<file path="config.mk">
export PLATFORM = sky130hd
export DESIGN_NAME = gxp_core
export DESIGN_NICKNAME = d
export VERILOG_FILES = /design/src/design/gxp_pkg.sv /design/src/design/gxp_core.sv /design/src/design/gxp_sync.sv
export VERILOG_INCLUDE_DIRS = /design/src /design/src/design
export SDC_FILE = /design/constraint.sdc
export NUM_CORES = 1
export LEC_CHECK = 0
export ABC_CLOCK_PERIOD_IN_PS = 2200
export BUFFER_PORTS_ARGS = -buffer_cell sky130_fd_sc_hd__clkbuf_2
export CAP_MARGIN = 30
export CORE_MARGIN = 2
export CORE_UTILIZATION = 45
export CTS_CLUSTER_DIAMETER = 100
export DETAILED_ROUTE_END_ITERATION = 6
export GPL_ROUTABILITY_DRIVEN = 0
export PLACE_DENSITY = 0.75
export SYNTH_ARGS = -nofsm -noshare
export SYNTH_HDL_FRONTEND = slang
export SYNTH_SLANG_ARGS = --single-unit
</file>
<file path="constraint.sdc">
create_clock -name clk_sys -period 2.2 [get_ports clk_sys]
set_clock_uncertainty 0.2 [all_clocks]
set_input_delay 0.44 -clock clk_sys [delete_from_list [all_inputs] [get_ports clk_sys]]
set_output_delay 0.44 -clock clk_sys [all_outputs]
set_load 0.03 [all_outputs]
</file>
<file path="src/design/gxp_defs.svh">
// Purpose: Named constants for the serial-controlled eight-pin port core
// Assumes: Included by the package and by every design file
// Notes:   Definitions only, guarded against double inclusion
`ifndef GXP_DEFS_SVH
`define GXP_DEFS_SVH

// Fixed upper nibble of the seven-bit slave address
`define GXP_ADDR_HI    4'h4
// Register selectors carried in the low two command bits
`define GXP_SEL_IN     2'h0
`define GXP_SEL_OUT    2'h1
`define GXP_SEL_POL    2'h2
`define GXP_SEL_CFG    2'h3
// Register values after reset
`define GXP_OUT_RST    8'hFF
`define GXP_POL_RST    8'h00
`define GXP_CFG_RST    8'hFF
// Bit counter values
`define GXP_BIT_FIRST  3'h0
`define GXP_BIT_LAST   3'h7
// Read/write flag value meaning read
`define GXP_RW_READ    1'b1

`endif

</file>
<file path="src/design/gxp_pkg.sv">
// Purpose: Types shared by the port core and its pin synchroniser
// Assumes: gxp_defs.svh holds every macro constant; state codes are in the enum below
// Notes:   States use Gray codes along the usual transfer path
`default_nettype none
`include "gxp_defs.svh"

package gxp_pkg;

   // Serial slave states
   typedef enum logic [2:0] {
      GXP_IDLE = 3'h0,
      GXP_ADDR = 3'h1,
      GXP_AACK = 3'h3,
      GXP_RXB  = 3'h2,
      GXP_RACK = 3'h6,
      GXP_TXB  = 3'h7,
      GXP_TACK = 3'h5
   } gxp_state_t;

   // All levels arriving from outside the clock domain
   typedef struct packed {
      logic       scl;
      logic       sda;
      logic [2:0] addrSel;
      logic [7:0] port;
   } gxp_pins_t;

   // Synchroniser state: two stages
   typedef struct packed {
      gxp_pins_t s1;
      gxp_pins_t s2;
   } gxp_sync_t;

   // Complete core state
   typedef struct packed {
      gxp_state_t st;
      logic [2:0] bitCnt;
      logic       full;
      logic [7:0] shift;
      logic       rw;
      logic       firstByte;
      logic       mAck;
      logic [1:0] ptr;
      logic [7:0] outReg;
      logic [7:0] polReg;
      logic [7:0] cfgReg;
      logic [7:0] inCap;
      logic       primed;
      logic       sclPrev;
      logic       sdaPrev;
      logic       intPend;
      logic       sdaOeN;
      logic       intOeN;
      logic [7:0] portOut;
      logic [7:0] portOeN;
      logic [7:0] hiDrv;
      logic [7:0] loDrv;
   } gxp_core_t;

endpackage

`default_nettype wire

</file>
<file path="src/design/gxp_core.sv">
// Purpose: Eight-pin port expander core behind a two-wire serial slave
// Assumes: scl and sda sampled by clk_sys, far faster than the bus clock
// Notes:   Open-drain lines use a low-active enable; pad resolves level
`default_nettype none
`include "gxp_defs.svh"

module gxp_core (
   input  wire logic       clk_sys,
   input  wire logic       rst,
   input  wire logic       ce,
   input  wire logic       sclIn,
   input  wire logic       sdaIn,
   output logic            sdaOut,
   output logic            sdaOeN,
   input  wire logic       addrSelectBit0,
   input  wire logic       addrSelectBit1,
   input  wire logic       addrSelectBit2,
   input  wire logic [7:0] portPinsIn,
   output logic [7:0]      portPinsOut,
   output logic [7:0]      portPinsOeN,
   output logic [7:0]      highSideDriver,
   output logic [7:0]      lowSideDriver,
   output logic            alertOut,
   output logic            alertOeN
);
   import gxp_pkg::*;

   gxp_pins_t rawPins;
   gxp_pins_t pinS;
   gxp_core_t q;
   gxp_core_t d;
   logic      sclRise;
   logic      sclFall;
   logic      startCond;
   logic      stopCond;
   logic      addrHit;

   // Gather asynchronous pins into one carrier
   assign rawPins = '{scl: sclIn, sda: sdaIn,
                      addrSel: {addrSelectBit2, addrSelectBit1,
                                addrSelectBit0},
                      port: portPinsIn};

   // Every outside level passes two flops first
   gxp_sync u_sync (
      .clk_sys (clk_sys),
      .rst     (rst),
      .ce      (ce),
      .pinsIn  (rawPins),
      .pinsOut (pinS)
   );

   // Register readback; input register shows polarity-adjusted capture
   function automatic logic [7:0] regRead(input logic [1:0] sel,
                                          input gxp_core_t s);
      logic [7:0] v;
      v = 8'h00;
      case (sel)
         `GXP_SEL_IN:  v = s.inCap ^ s.polReg;
         `GXP_SEL_OUT: v = s.outReg;
         `GXP_SEL_POL: v = s.polReg;
         `GXP_SEL_CFG: v = s.cfgReg;
         default:      v = 8'h00;
      endcase
      return v;
   endfunction

   // True when the input register is the target; both read acks
   // refresh the capture through this one decode
   function automatic logic inputSel(input logic [1:0] sel);
      return (sel == `GXP_SEL_IN);
   endfunction

   // Ack phases in which the slave pulls sda low
   function automatic logic ackPhase(input gxp_state_t st);
      logic a;
      a = 1'b0;
      case (st)
         GXP_AACK: a = 1'b1;
         GXP_RACK: a = 1'b1;
         default:  a = 1'b0;
      endcase
      return a;
   endfunction

   // Driver decode per pin: only output pins turn a device on,
   // so an input pin stays high impedance whatever its output bit
   function automatic logic [7:0] drvDecode(input logic [7:0] cfg,
                                            input logic [7:0] val,
                                            input logic       high);
      logic [7:0] on;
      on = 8'h00;
      for (int i = 0; i < 8; i++) begin
         if (!cfg[i]) begin
            on[i] = high ? val[i] : ~val[i];
         end
      end
      return on;
   endfunction

   // Bus edges and conditions from the synchronised lines
   assign sclRise   = pinS.scl & ~q.sclPrev;
   assign sclFall   = ~pinS.scl & q.sclPrev;
   assign startCond = pinS.scl & q.sclPrev & q.sdaPrev & ~pinS.sda;
   assign stopCond  = pinS.scl & q.sclPrev & ~q.sdaPrev & pinS.sda;
   // Address byte match, select pins give the low bits
   assign addrHit   = (q.shift[7:4] == `GXP_ADDR_HI) &&
                      (q.shift[3:1] == pinS.addrSel);

   // Next-state logic for the whole core
   always_comb begin
      d         = q;
      d.sclPrev = pinS.scl;
      d.sdaPrev = pinS.sda;

      // First sample after reset becomes the input capture
      if (!q.primed) begin
         d.inCap  = pinS.port;
         d.primed = 1'b1;
      end

      // Start and stop win over any bit activity
      if (startCond) begin
         d.st     = GXP_ADDR;
         d.bitCnt = `GXP_BIT_FIRST;
         d.full   = 1'b0;
      end else if (stopCond) begin
         d.st     = GXP_IDLE;
         d.full   = 1'b0;
      end else begin
         case (q.st)
            GXP_IDLE: begin
               d.st = GXP_IDLE;
            end
            // Shift address and command/data bytes in on rising scl
            GXP_ADDR, GXP_RXB: begin
               if (sclRise && !q.full) begin
                  d.shift  = {q.shift[6:0], pinS.sda};
                  d.bitCnt = q.bitCnt + 3'h1;
                  d.full   = (q.bitCnt == `GXP_BIT_LAST);
               end else if (sclFall && q.full) begin
                  d.full = 1'b0;
                  if (q.st == GXP_ADDR) begin
                     // Foreign address: drop out, registers untouched
                     if (addrHit) begin
                        d.st        = GXP_AACK;
                        d.rw        = q.shift[0];
                        d.firstByte = 1'b1;
                     end else begin
                        d.st = GXP_IDLE;
                     end
                  end else begin
                     d.st = GXP_RACK;
                     if (q.firstByte) begin
                        // Command byte picks the target register
                        d.ptr       = q.shift[1:0];
                        d.firstByte = 1'b0;
                     end else begin
                        // Data byte; input register ignores writes
                        case (q.ptr)
                           `GXP_SEL_OUT: d.outReg = q.shift;
                           `GXP_SEL_POL: d.polReg = q.shift;
                           `GXP_SEL_CFG: d.cfgReg = q.shift;
                           default:      d.outReg = q.outReg;
                        endcase
                     end
                  end
               end
            end
            // Address ack; an input read refreshes capture and clears
            GXP_AACK: begin
               if (sclRise && q.rw == `GXP_RW_READ &&
                   inputSel(q.ptr)) begin
                  d.inCap = pinS.port;
               end
               if (sclFall) begin
                  d.bitCnt = `GXP_BIT_FIRST;
                  if (q.rw == `GXP_RW_READ) begin
                     d.st    = GXP_TXB;
                     d.shift = regRead(q.ptr, q);
                  end else begin
                     d.st = GXP_RXB;
                  end
               end
            end
            // Write ack ends on the falling edge
            GXP_RACK: begin
               if (sclFall) begin
                  d.st     = GXP_RXB;
                  d.bitCnt = `GXP_BIT_FIRST;
               end
            end
            // Shift out on falling scl, msb first
            GXP_TXB: begin
               if (sclFall) begin
                  d.shift  = {q.shift[6:0], 1'b0};
                  d.bitCnt = q.bitCnt + 3'h1;
                  if (q.bitCnt == `GXP_BIT_LAST) begin
                     d.st = GXP_TACK;
                  end
               end
            end
            // Master ack; next input byte clears the alert here
            GXP_TACK: begin
               if (sclRise) begin
                  d.mAck = ~pinS.sda;
                  if (!pinS.sda && inputSel(q.ptr)) begin
                     d.inCap = pinS.port;
                  end
               end
               if (sclFall) begin
                  d.bitCnt = `GXP_BIT_FIRST;
                  if (q.mAck) begin
                     d.st    = GXP_TXB;
                     d.shift = regRead(q.ptr, d);
                  end else begin
                     // Nack: release the bus and wait for stop
                     d.st = GXP_IDLE;
                  end
               end
            end
            default: begin
               d.st = GXP_IDLE;
            end
         endcase
      end

      // Alert: any input pin differing from capture, either edge
      // A change in the clearing cycle is absorbed by the new capture
      d.intPend = |((pinS.port ^ d.inCap) & d.cfgReg);
      d.intOeN  = ~d.intPend;

      // Drive sda low for acks and for zero data bits
      // Taken from next state so the line moves with the state change
      d.sdaOeN = ~(ackPhase(d.st) ||
                   (d.st == GXP_TXB && !d.shift[7]));

      // Pin drivers: input pins float, outputs follow output register
      // Both devices are never on together, so no shoot-through path
      d.portOut = d.outReg;
      d.portOeN = d.cfgReg;
      d.hiDrv   = drvDecode(d.cfgReg, d.outReg, 1'b1);
      d.loDrv   = drvDecode(d.cfgReg, d.outReg, 1'b0);
   end

   // Single register stage for all state, frozen while ce is low
   always_ff @(posedge clk_sys) begin
      if (rst) begin
         // Released bus lines and all pins inputs until reprogrammed
         q <= '{st:        GXP_IDLE,
                bitCnt:    `GXP_BIT_FIRST,
                full:      1'b0,
                shift:     8'h00,
                rw:        1'b0,
                firstByte: 1'b0,
                mAck:      1'b0,
                ptr:       `GXP_SEL_IN,
                outReg:    `GXP_OUT_RST,
                polReg:    `GXP_POL_RST,
                cfgReg:    `GXP_CFG_RST,
                inCap:     8'h00,
                primed:    1'b0,
                sclPrev:   1'b1,
                sdaPrev:   1'b1,
                intPend:   1'b0,
                sdaOeN:    1'b1,
                intOeN:    1'b1,
                portOut:   `GXP_OUT_RST,
                portOeN:   `GXP_CFG_RST,
                hiDrv:     8'h00,
                loDrv:     8'h00};
      end else if (ce) begin
         q <= d;
      end
   end

   // Open-drain lines only ever pull low
   assign sdaOut         = 1'b0;
   assign alertOut       = 1'b0;
   assign sdaOeN         = q.sdaOeN;
   assign alertOeN       = q.intOeN;
   assign portPinsOut    = q.portOut;
   assign portPinsOeN    = q.portOeN;
   assign highSideDriver = q.hiDrv;
   assign lowSideDriver  = q.loDrv;

endmodule

`default_nettype wire

</file>
<file path="src/design/gxp_sync.sv">
// Purpose: Two-stage synchroniser for every pin entering the core
// Assumes: Inputs are asynchronous to clk_sys
// Notes:   First stage feeds only the second stage
`default_nettype none
`include "gxp_defs.svh"

module gxp_sync (
   input  wire logic              clk_sys,
   input  wire logic              rst,
   input  wire logic              ce,
   input  wire gxp_pkg::gxp_pins_t pinsIn,
   output var  gxp_pkg::gxp_pins_t pinsOut
);
   import gxp_pkg::*;

   gxp_sync_t q;
   gxp_sync_t d;

   // Shift both stages; idle bus levels after reset
   always_comb begin
      d    = q;
      d.s1 = pinsIn;
      d.s2 = q.s1;
   end

   // Reset to released bus lines so no false start is seen
   always_ff @(posedge clk_sys) begin
      if (rst) begin
         q <= '{s1: '{scl: 1'b1, sda: 1'b1, addrSel: 3'h0, port: 8'h00},
                s2: '{scl: 1'b1, sda: 1'b1, addrSel: 3'h0, port: 8'h00}};
      end else if (ce) begin
         q <= d;
      end
   end

   assign pinsOut = q.s2;

endmodule

`default_nettype wire

</file>
# --- Word-level counts from Yosys, hierarchy flattened ---
# Cells that the tools add are included.
word_totals:
  regBits: 99
  latchBits: 0
  ramBits: 0
  romBits: 0
  in_bits: 16
  output_inout_bits: 36
  wordCells: 188
  mem_count: 0
classes:
  n_addsub: 1
  n_mul: 0
  n_div: 0
  magnitude_cmp: 0
  n_eq_ne: 28
  shift: 0
  n_mux: 74
  bitwise: 30
  reduce_logical: 27
op_table:
  columns: ["operator", "n"]
  rows:
  - ["8-bit two-way mux", 15]
  - ["26-bit two-way mux", 4]
  - ["8-bit case mux with 4 select lines", 3]
  - ["45-bit two-way mux", 2]
  - ["3-bit case mux with 5 select lines", 2]
  - ["3-bit two-way mux", 9]
  - ["1-bit two-way mux", 25]
  - ["24-bit two-way mux", 1]
  - ["6-bit two-way mux", 4]
  - ["8-bit AND reduction", 3]
  - ["8-bit XOR", 3]
  - ["1-bit NOT", 19]
  - ["3-bit == test, second input constant", 6]
  - ["2-bit != test, second input constant", 8]
  - ["8-bit case mux with 2 select lines", 1]
  - ["3-bit != test, second input constant", 5]
  - ["2-bit two-way mux", 6]
  - ["10-bit AND reduction", 1]
  - ["3-bit by 2-bit == test with 1-bit output, second input constant", 3]
  - ["9-bit two-way mux", 1]
  - ["9-bit AND reduction", 1]
  - ["8-bit bitwise AND", 1]
  - ["4-bit nonzero test", 2]
  - ["8-bit OR reduction", 1]
  - ["other kinds (18)", 34]

# --- Longest topological paths before layout ---
logic_depth:
  depth_word: 18
  mapped_depth: 9
  mapped_depth_nobuf: 7

# --- Hierarchy ---
# Synthesis repeated with hierarchy kept, for this count alone.
unflattened:
  cells_unflattened: 692
  hier_area_um2: 5883.1
modules_own_cells:
  columns: ["module", "n_inst", "cells_each", "area_each_um2"]
  rows:
  - ["gxp_core", 1, 608, 4927.2]
  - ["gxp_sync", 1, 84, 955.9]

# --- Worst setup path before layout ---
# Ideal clock, no wire load.
synth_timing:
  path_kind: "register -> register"
  startpoint: "reg q[89] in the netlist's numbering"
  endpoint: "reg q (netlist bit alertOeN)"
  setup_time_ns: 0.095
  arrival_time_ns: 2.107
  t_required_ns: 1.905
  slack_ns: -0.202
  stages_incl_launch_ff: 9
  n_path_buf: 2
  synth_period_minus_slack_ns: 2.402
  path_cell_list: "dfxtp_1 > clkbuf_1 > nand4bb_1 > nor3_1 > buf_2 > mux2i_1 > a2bb2oi_1 > o22ai_1 > a221oi_1"
synth_via:
  elab_chain_len: 10
  elab_cells_between_ends: 16
synth_lines:
  columns: ["item", "line", "text"]
  rows:
  - ["from (decl)", "gxp_core.sv:30", "gxp_core_t q;"]
  - ["from (signal assigned)", "gxp_core.sv:250", "q <= '{st: GXP_IDLE,"]
  - ["3-bit by 1-bit == test with 1-bit output", "gxp_core.sv:131, gxp_core.sv:143", null]
  - ["26-bit two-way mux", "gxp_core.sv:143", "if (q.st == GXP_ADDR) begin"]
  - ["26-bit two-way mux", "gxp_core.sv:141", "end else if (sclFall && q.full) begin"]
  - ["26-bit two-way mux", "gxp_core.sv:137", "if (sclRise && !q.full) begin"]
  - ["26-bit two-way mux", "gxp_core.sv:131", "case (q.st)"]
  - ["45-bit two-way mux *", "gxp_core.sv:127", "end else if (stopCond) begin"]
  - ["45-bit two-way mux *", "gxp_core.sv:123", "if (startCond) begin"]
  - ["8-bit bitwise AND *", "gxp_core.sv:230", "d.intPend = |((pinS.port ^ d.inCap) & d.cfgReg);"]
  - ["8-bit OR reduction *", "gxp_core.sv:230", null]
  - ["1-bit NOT *", "gxp_core.sv:231", "d.intOeN = ~d.intPend;"]
# Mark *: on every way between the ends. The rest lies on a longest branch, timed or not.
# A chain may end at the register's enable or synchronous reset.

# --- Worst setup path after layout ---
layout_timing:
  startpoint: "reg q[79] in the netlist's numbering"
  endpoint: "reg q[74] in the netlist's numbering"
layout_via:
  elab_chain_len: 3
layout_lines:
  columns: ["item", "line", "text"]
  rows:
  - ["4-bit by 3-bit == test with 1-bit output (no line)", null, null]
  - ["1-bit logical AND", "gxp_core.sv:107", "assign addrHit = (q.shift[7:4] == `GXP_ADDR_HI) &&"]
  - ["8-bit AND reduction (no line)", null, null]
# No other way between the ends.

==> impl_metrics.json <==
{
  "critical_path_peak_fanout": 2,
  "ctsHoldBuffers": 0,
  "netlist_area_um2": 5510,
  "failed_checks": "negative setup slack",
  "worst_hold_path_type": "in -> reg",
  "antennaDiodeCount": 0,
  "die_w_um": 115,
  "run_status": "finished with violations",
  "syn-instance-count": 664,
  "io_buffers": 49,
  "setup_repair_after_global_routing_missed_its_margin": "true",
  "cellLeakagePower_nw": 2.86,
  "hold_path.startpoint": "sclIn",
  "min_period_over_period": 1.02,
  "detailed_place.area_um2": 6090,
  "cts_sink_count": 99,
  "first_global_vias": 4889,
  "timing.setup.tns_ns": -0.119,
  "number_of_antenna_violating_nets_in_the_routed_design": 0,
  "nets": 750,
  "setup.worst_path.start_class": "flip-flop",
  "vdd.ir_drop.worst_uv": 323,
  "pin_count_of_the_biggest_net_entering_global_routing": 52,
  "power_density_nw_per_um2": 556,
  "cts_tree": "yes",
  "core_area_um2": 12000,
  "final_setup_violation_count": 5,
  "start_point_of_the_critical_path": "q[79]",
  "cts_root_buffer": "sky130_fd_sc_hd__clkbuf_16",
  "crit-reg2reg-launch": "q[79]",
  "area_growth_syn_to_layout_pct": 23.5,
  "final_max_tran_viols": 0,
  "cts_htree_levels": 3,
  "wl_per_cell_um": 18.4,
  "worstMarginPinSlew_ns": 0.545,
  "clock_tree.buffer_depth": 2,
  "netlist_top_cells_count": "sky130_fd_sc_hd__dfxtp_1, sky130_fd_sc_hd__nor2_1, sky130_fd_sc_hd__nand2_1, sky130_fd_sc_hd__mux2i_1, sky130_fd_sc_hd__buf_4",
  "synth.yosys.warnings": 0,
  "drive_above_1_share": 0.290,
  "report.final.hold_viol_count": 0,
  "synth_enable_flop_cells": 0,
  "globalRouteTotalUtil": 0.240,
  "post-synth-top-count-cell": "sky130_fd_sc_hd__dfxtp_1",
  "routed-via-count": 5240,
  "yosys_register_bits": 99,
  "synth_cell_type_count": 66,
  "total_length_of_routed_wires_um": 16200,
  "max-slew-margin-rel": 0.637,
  "synth.largest_area_cell": "sky130_fd_sc_hd__dfxtp_1",
  "worst_setup_path_end_kind": "flip-flop",
  "fin_area_um2": 6800,
  "grt_first_pass_wirelength_um": 25100,
  "dieArea_um2": 13100,
  "ys_async_sr_fraction": 0,
  "maxCapViolCount": 0,
  "cts.reportedPaths.clkPinSlew_ns": 0.07,
  "clock_insertion_delay_at_the_later_pin_of_the_skew_report_ns": 0.35,
  "crit_path_cell_trace": "or4b_4, nor4_4, buf_4, and3_4, nor3b_4, mux2i_1, nor2_1",
  "fmax_mhz": 445,
  "firstDrtPassIters": 6,
  "initial_utilization": 0.460,
  "n_fill_cell": 998,
  "core.rowCount": 40,
  "drt-vias-per-instance": 5.93,
  "synth_area_leaders": "sky130_fd_sc_hd__dfxtp_1, sky130_fd_sc_hd__mux2i_1, sky130_fd_sc_hd__buf_4",
  "number_of_drc_markers_after_the_initial_detailed_route_iteration": 690,
  "antenna_found_initial": 0,
  "multi_input_comb_area_um2": 3280,
  "setup_slack_ns": -0.0486,
  "tritoncts.num_buffers": 9,
  "synth-seq-area-share": 0.360,
  "period_minus_slack_ns": 2.25,
  "critPathArrivalTime_ns": 2.26,
  "area_taken_by_flip_flops_and_latches_um2": 2000,
  "design.portCount": 52,
  "dp_hpwl_um": 11100,
  "critical-path-slowest-cell": "sky130_fd_sc_hd__or4b_4",
  "die_height_um": 115,
  "drcViolationCount": 0,
  "synth_flop_cell": "sky130_fd_sc_hd__dfxtp_1",
  "synth_area_per_cell_um2": 8.29,
  "critical_path.max_stage_delay_ns": 0.55,
  "worst-setup-path-type": "reg -> reg",
  "post-synth-top-area-fraction": 0.360,
  "cp_data_required_time_ns": 2.21,
  "overflow": 0
}
==> sequential cells by signal, summed over array words and instances, names as in the netlist <==
| register | cells |
|---|---|
| q | 39 |
| u_sync.pinsOut | 13 |
| portPinsOut | 8 |
| highSideDriver | 8 |
| portPinsOeN | 8 |
| lowSideDriver | 8 |
| sdaOeN | 1 |
| alertOeN | 1 |
| u_sync.d | 13 |
==> stage by stage <==
stage	hold slack (ns)	total power [mW]	setup WS (ns)	util	std cells
finish	0.116	3.78	-0.0486	0.568	884
global route	0.129	3.90	-0.146	0.568	884
CTS	0.110	3.78	-0.0652	0.543	873
detailed placement	0.253	2.26	-0.156	0.509	851
global placement	0.248	2.25	-0.129	0.509	851
floorplan	0.241	2.14	-0.108	-	665
==> worst max-delay path, delay by kind of cell, from the launching register on <==
kind                   cells  cell delay [ns]
and+or+nand+nor            5             1.22
buffers and inverters      1             0.18
muxes                      1             0.20
DFF                        1             0.32
==> area by class of cell <==
type | instances | share of cell area
multi-input combinational | 472 | 0.482
sequential | 99 | 0.294
timing repair buffer | 140 | 0.149
clock buffer | 11 | 0.0357
tap | 147 | 0.0271
clock inverter | 5 | 0.00644
inverter | 10 | 0.00552
==> final timing paths <==
path / cells past startpoint / to / slack [ns]
worst min-delay path: 3 / u_sync.d[12] / 0.12
worst min register to register: 2 / highSideDriver[6] / 0.26
worst max register to register: 7 / q[74] / -0.05
worst max-delay path: 7 / q[74] / -0.05
==> routing by layer <==
| layer | vias to the layer above | GRT usage | routed length (um) |
|---|---|---|---|
| li1 | 2448 | - | - |
| met1 | 2453 | 0.339 | 6970 |
| met2 | 292 | 0.361 | 7310 |
| met3 | 47 | 0.0408 | 1450 |
| met4 | 0 | 0.105 | 491 |
| met5 | - | 0 | 0 |
==> cell usage in the layout (no fill, tap or decap), drive strengths merged, types with 3 or more instances in the layout <==
master | synthesis | routed
nor4 | 7 | 7
xnor2 | 8 | 8
buf | 51 | 91
a211oi | 3 | 3
a21oi | 30 | 30
nand2 | 68 | 68
clkbuf | 33 | 60
inv | 9 | 12
nand2b | 9 | 9
o21ai | 19 | 19
dfxtp | 99 | 99
nor3b | 4 | 4
nand3 | 28 | 28
a31oi | 11 | 11
o211ai | 7 | 7
a211o | 4 | 4
nor2 | 71 | 71
a22oi | 8 | 8
mux2i | 67 | 67
xor2 | 11 | 11
nor2b | 13 | 13
nand3b | 5 | 5
nand4b | 5 | 5
nor3 | 16 | 16
nand4 | 8 | 8
o311ai | 3 | 3
o221ai | 4 | 4
or4 | 5 | 5
mux2 | 4 | 4
and3 | 6 | 6
and2 | 3 | 3
or3 | 3 | 3
or2 | 4 | 4
o21a | 7 | 7
==> what timing repair did <==
| item | 4_1_cts | 5_1_grt |
|---|---|---|
| setup buffers | 6 | 11 |
| endpoints found under the setup margin | 30 | 47 |
| cloned | 0 | 1 |
| pin swaps | 8 | 29 |
| resized for setup | 21 | 62 |
==> logic make-up after synthesis <==
group | Yosys count | share of synthesized area
AND/OR/NAND/NOR | 261 | 0.237
XOR/XNOR | 19 | 0.0302
other | 1 | 0.000681
multiplexers | 71 | 0.130
AO/OA/AOI/OAI | 116 | 0.145
adder cells (fa/ha/maj) | 3 | 0.00636
flip-flops | 99 | 0.360
buffers and inverters | 94 | 0.0909
==> power breakdown <==
group	leakage, nW	switching, mW	total (mW)	internal [mW]
logic	1.92	0.218	0.378	0.159
clock network	0.135	0.712	1.53	0.815
registers	0.808	0.0452	1.88	1.83
total	2.86	0.975	3.78	2.80
(Power assumes the default switching activity.)
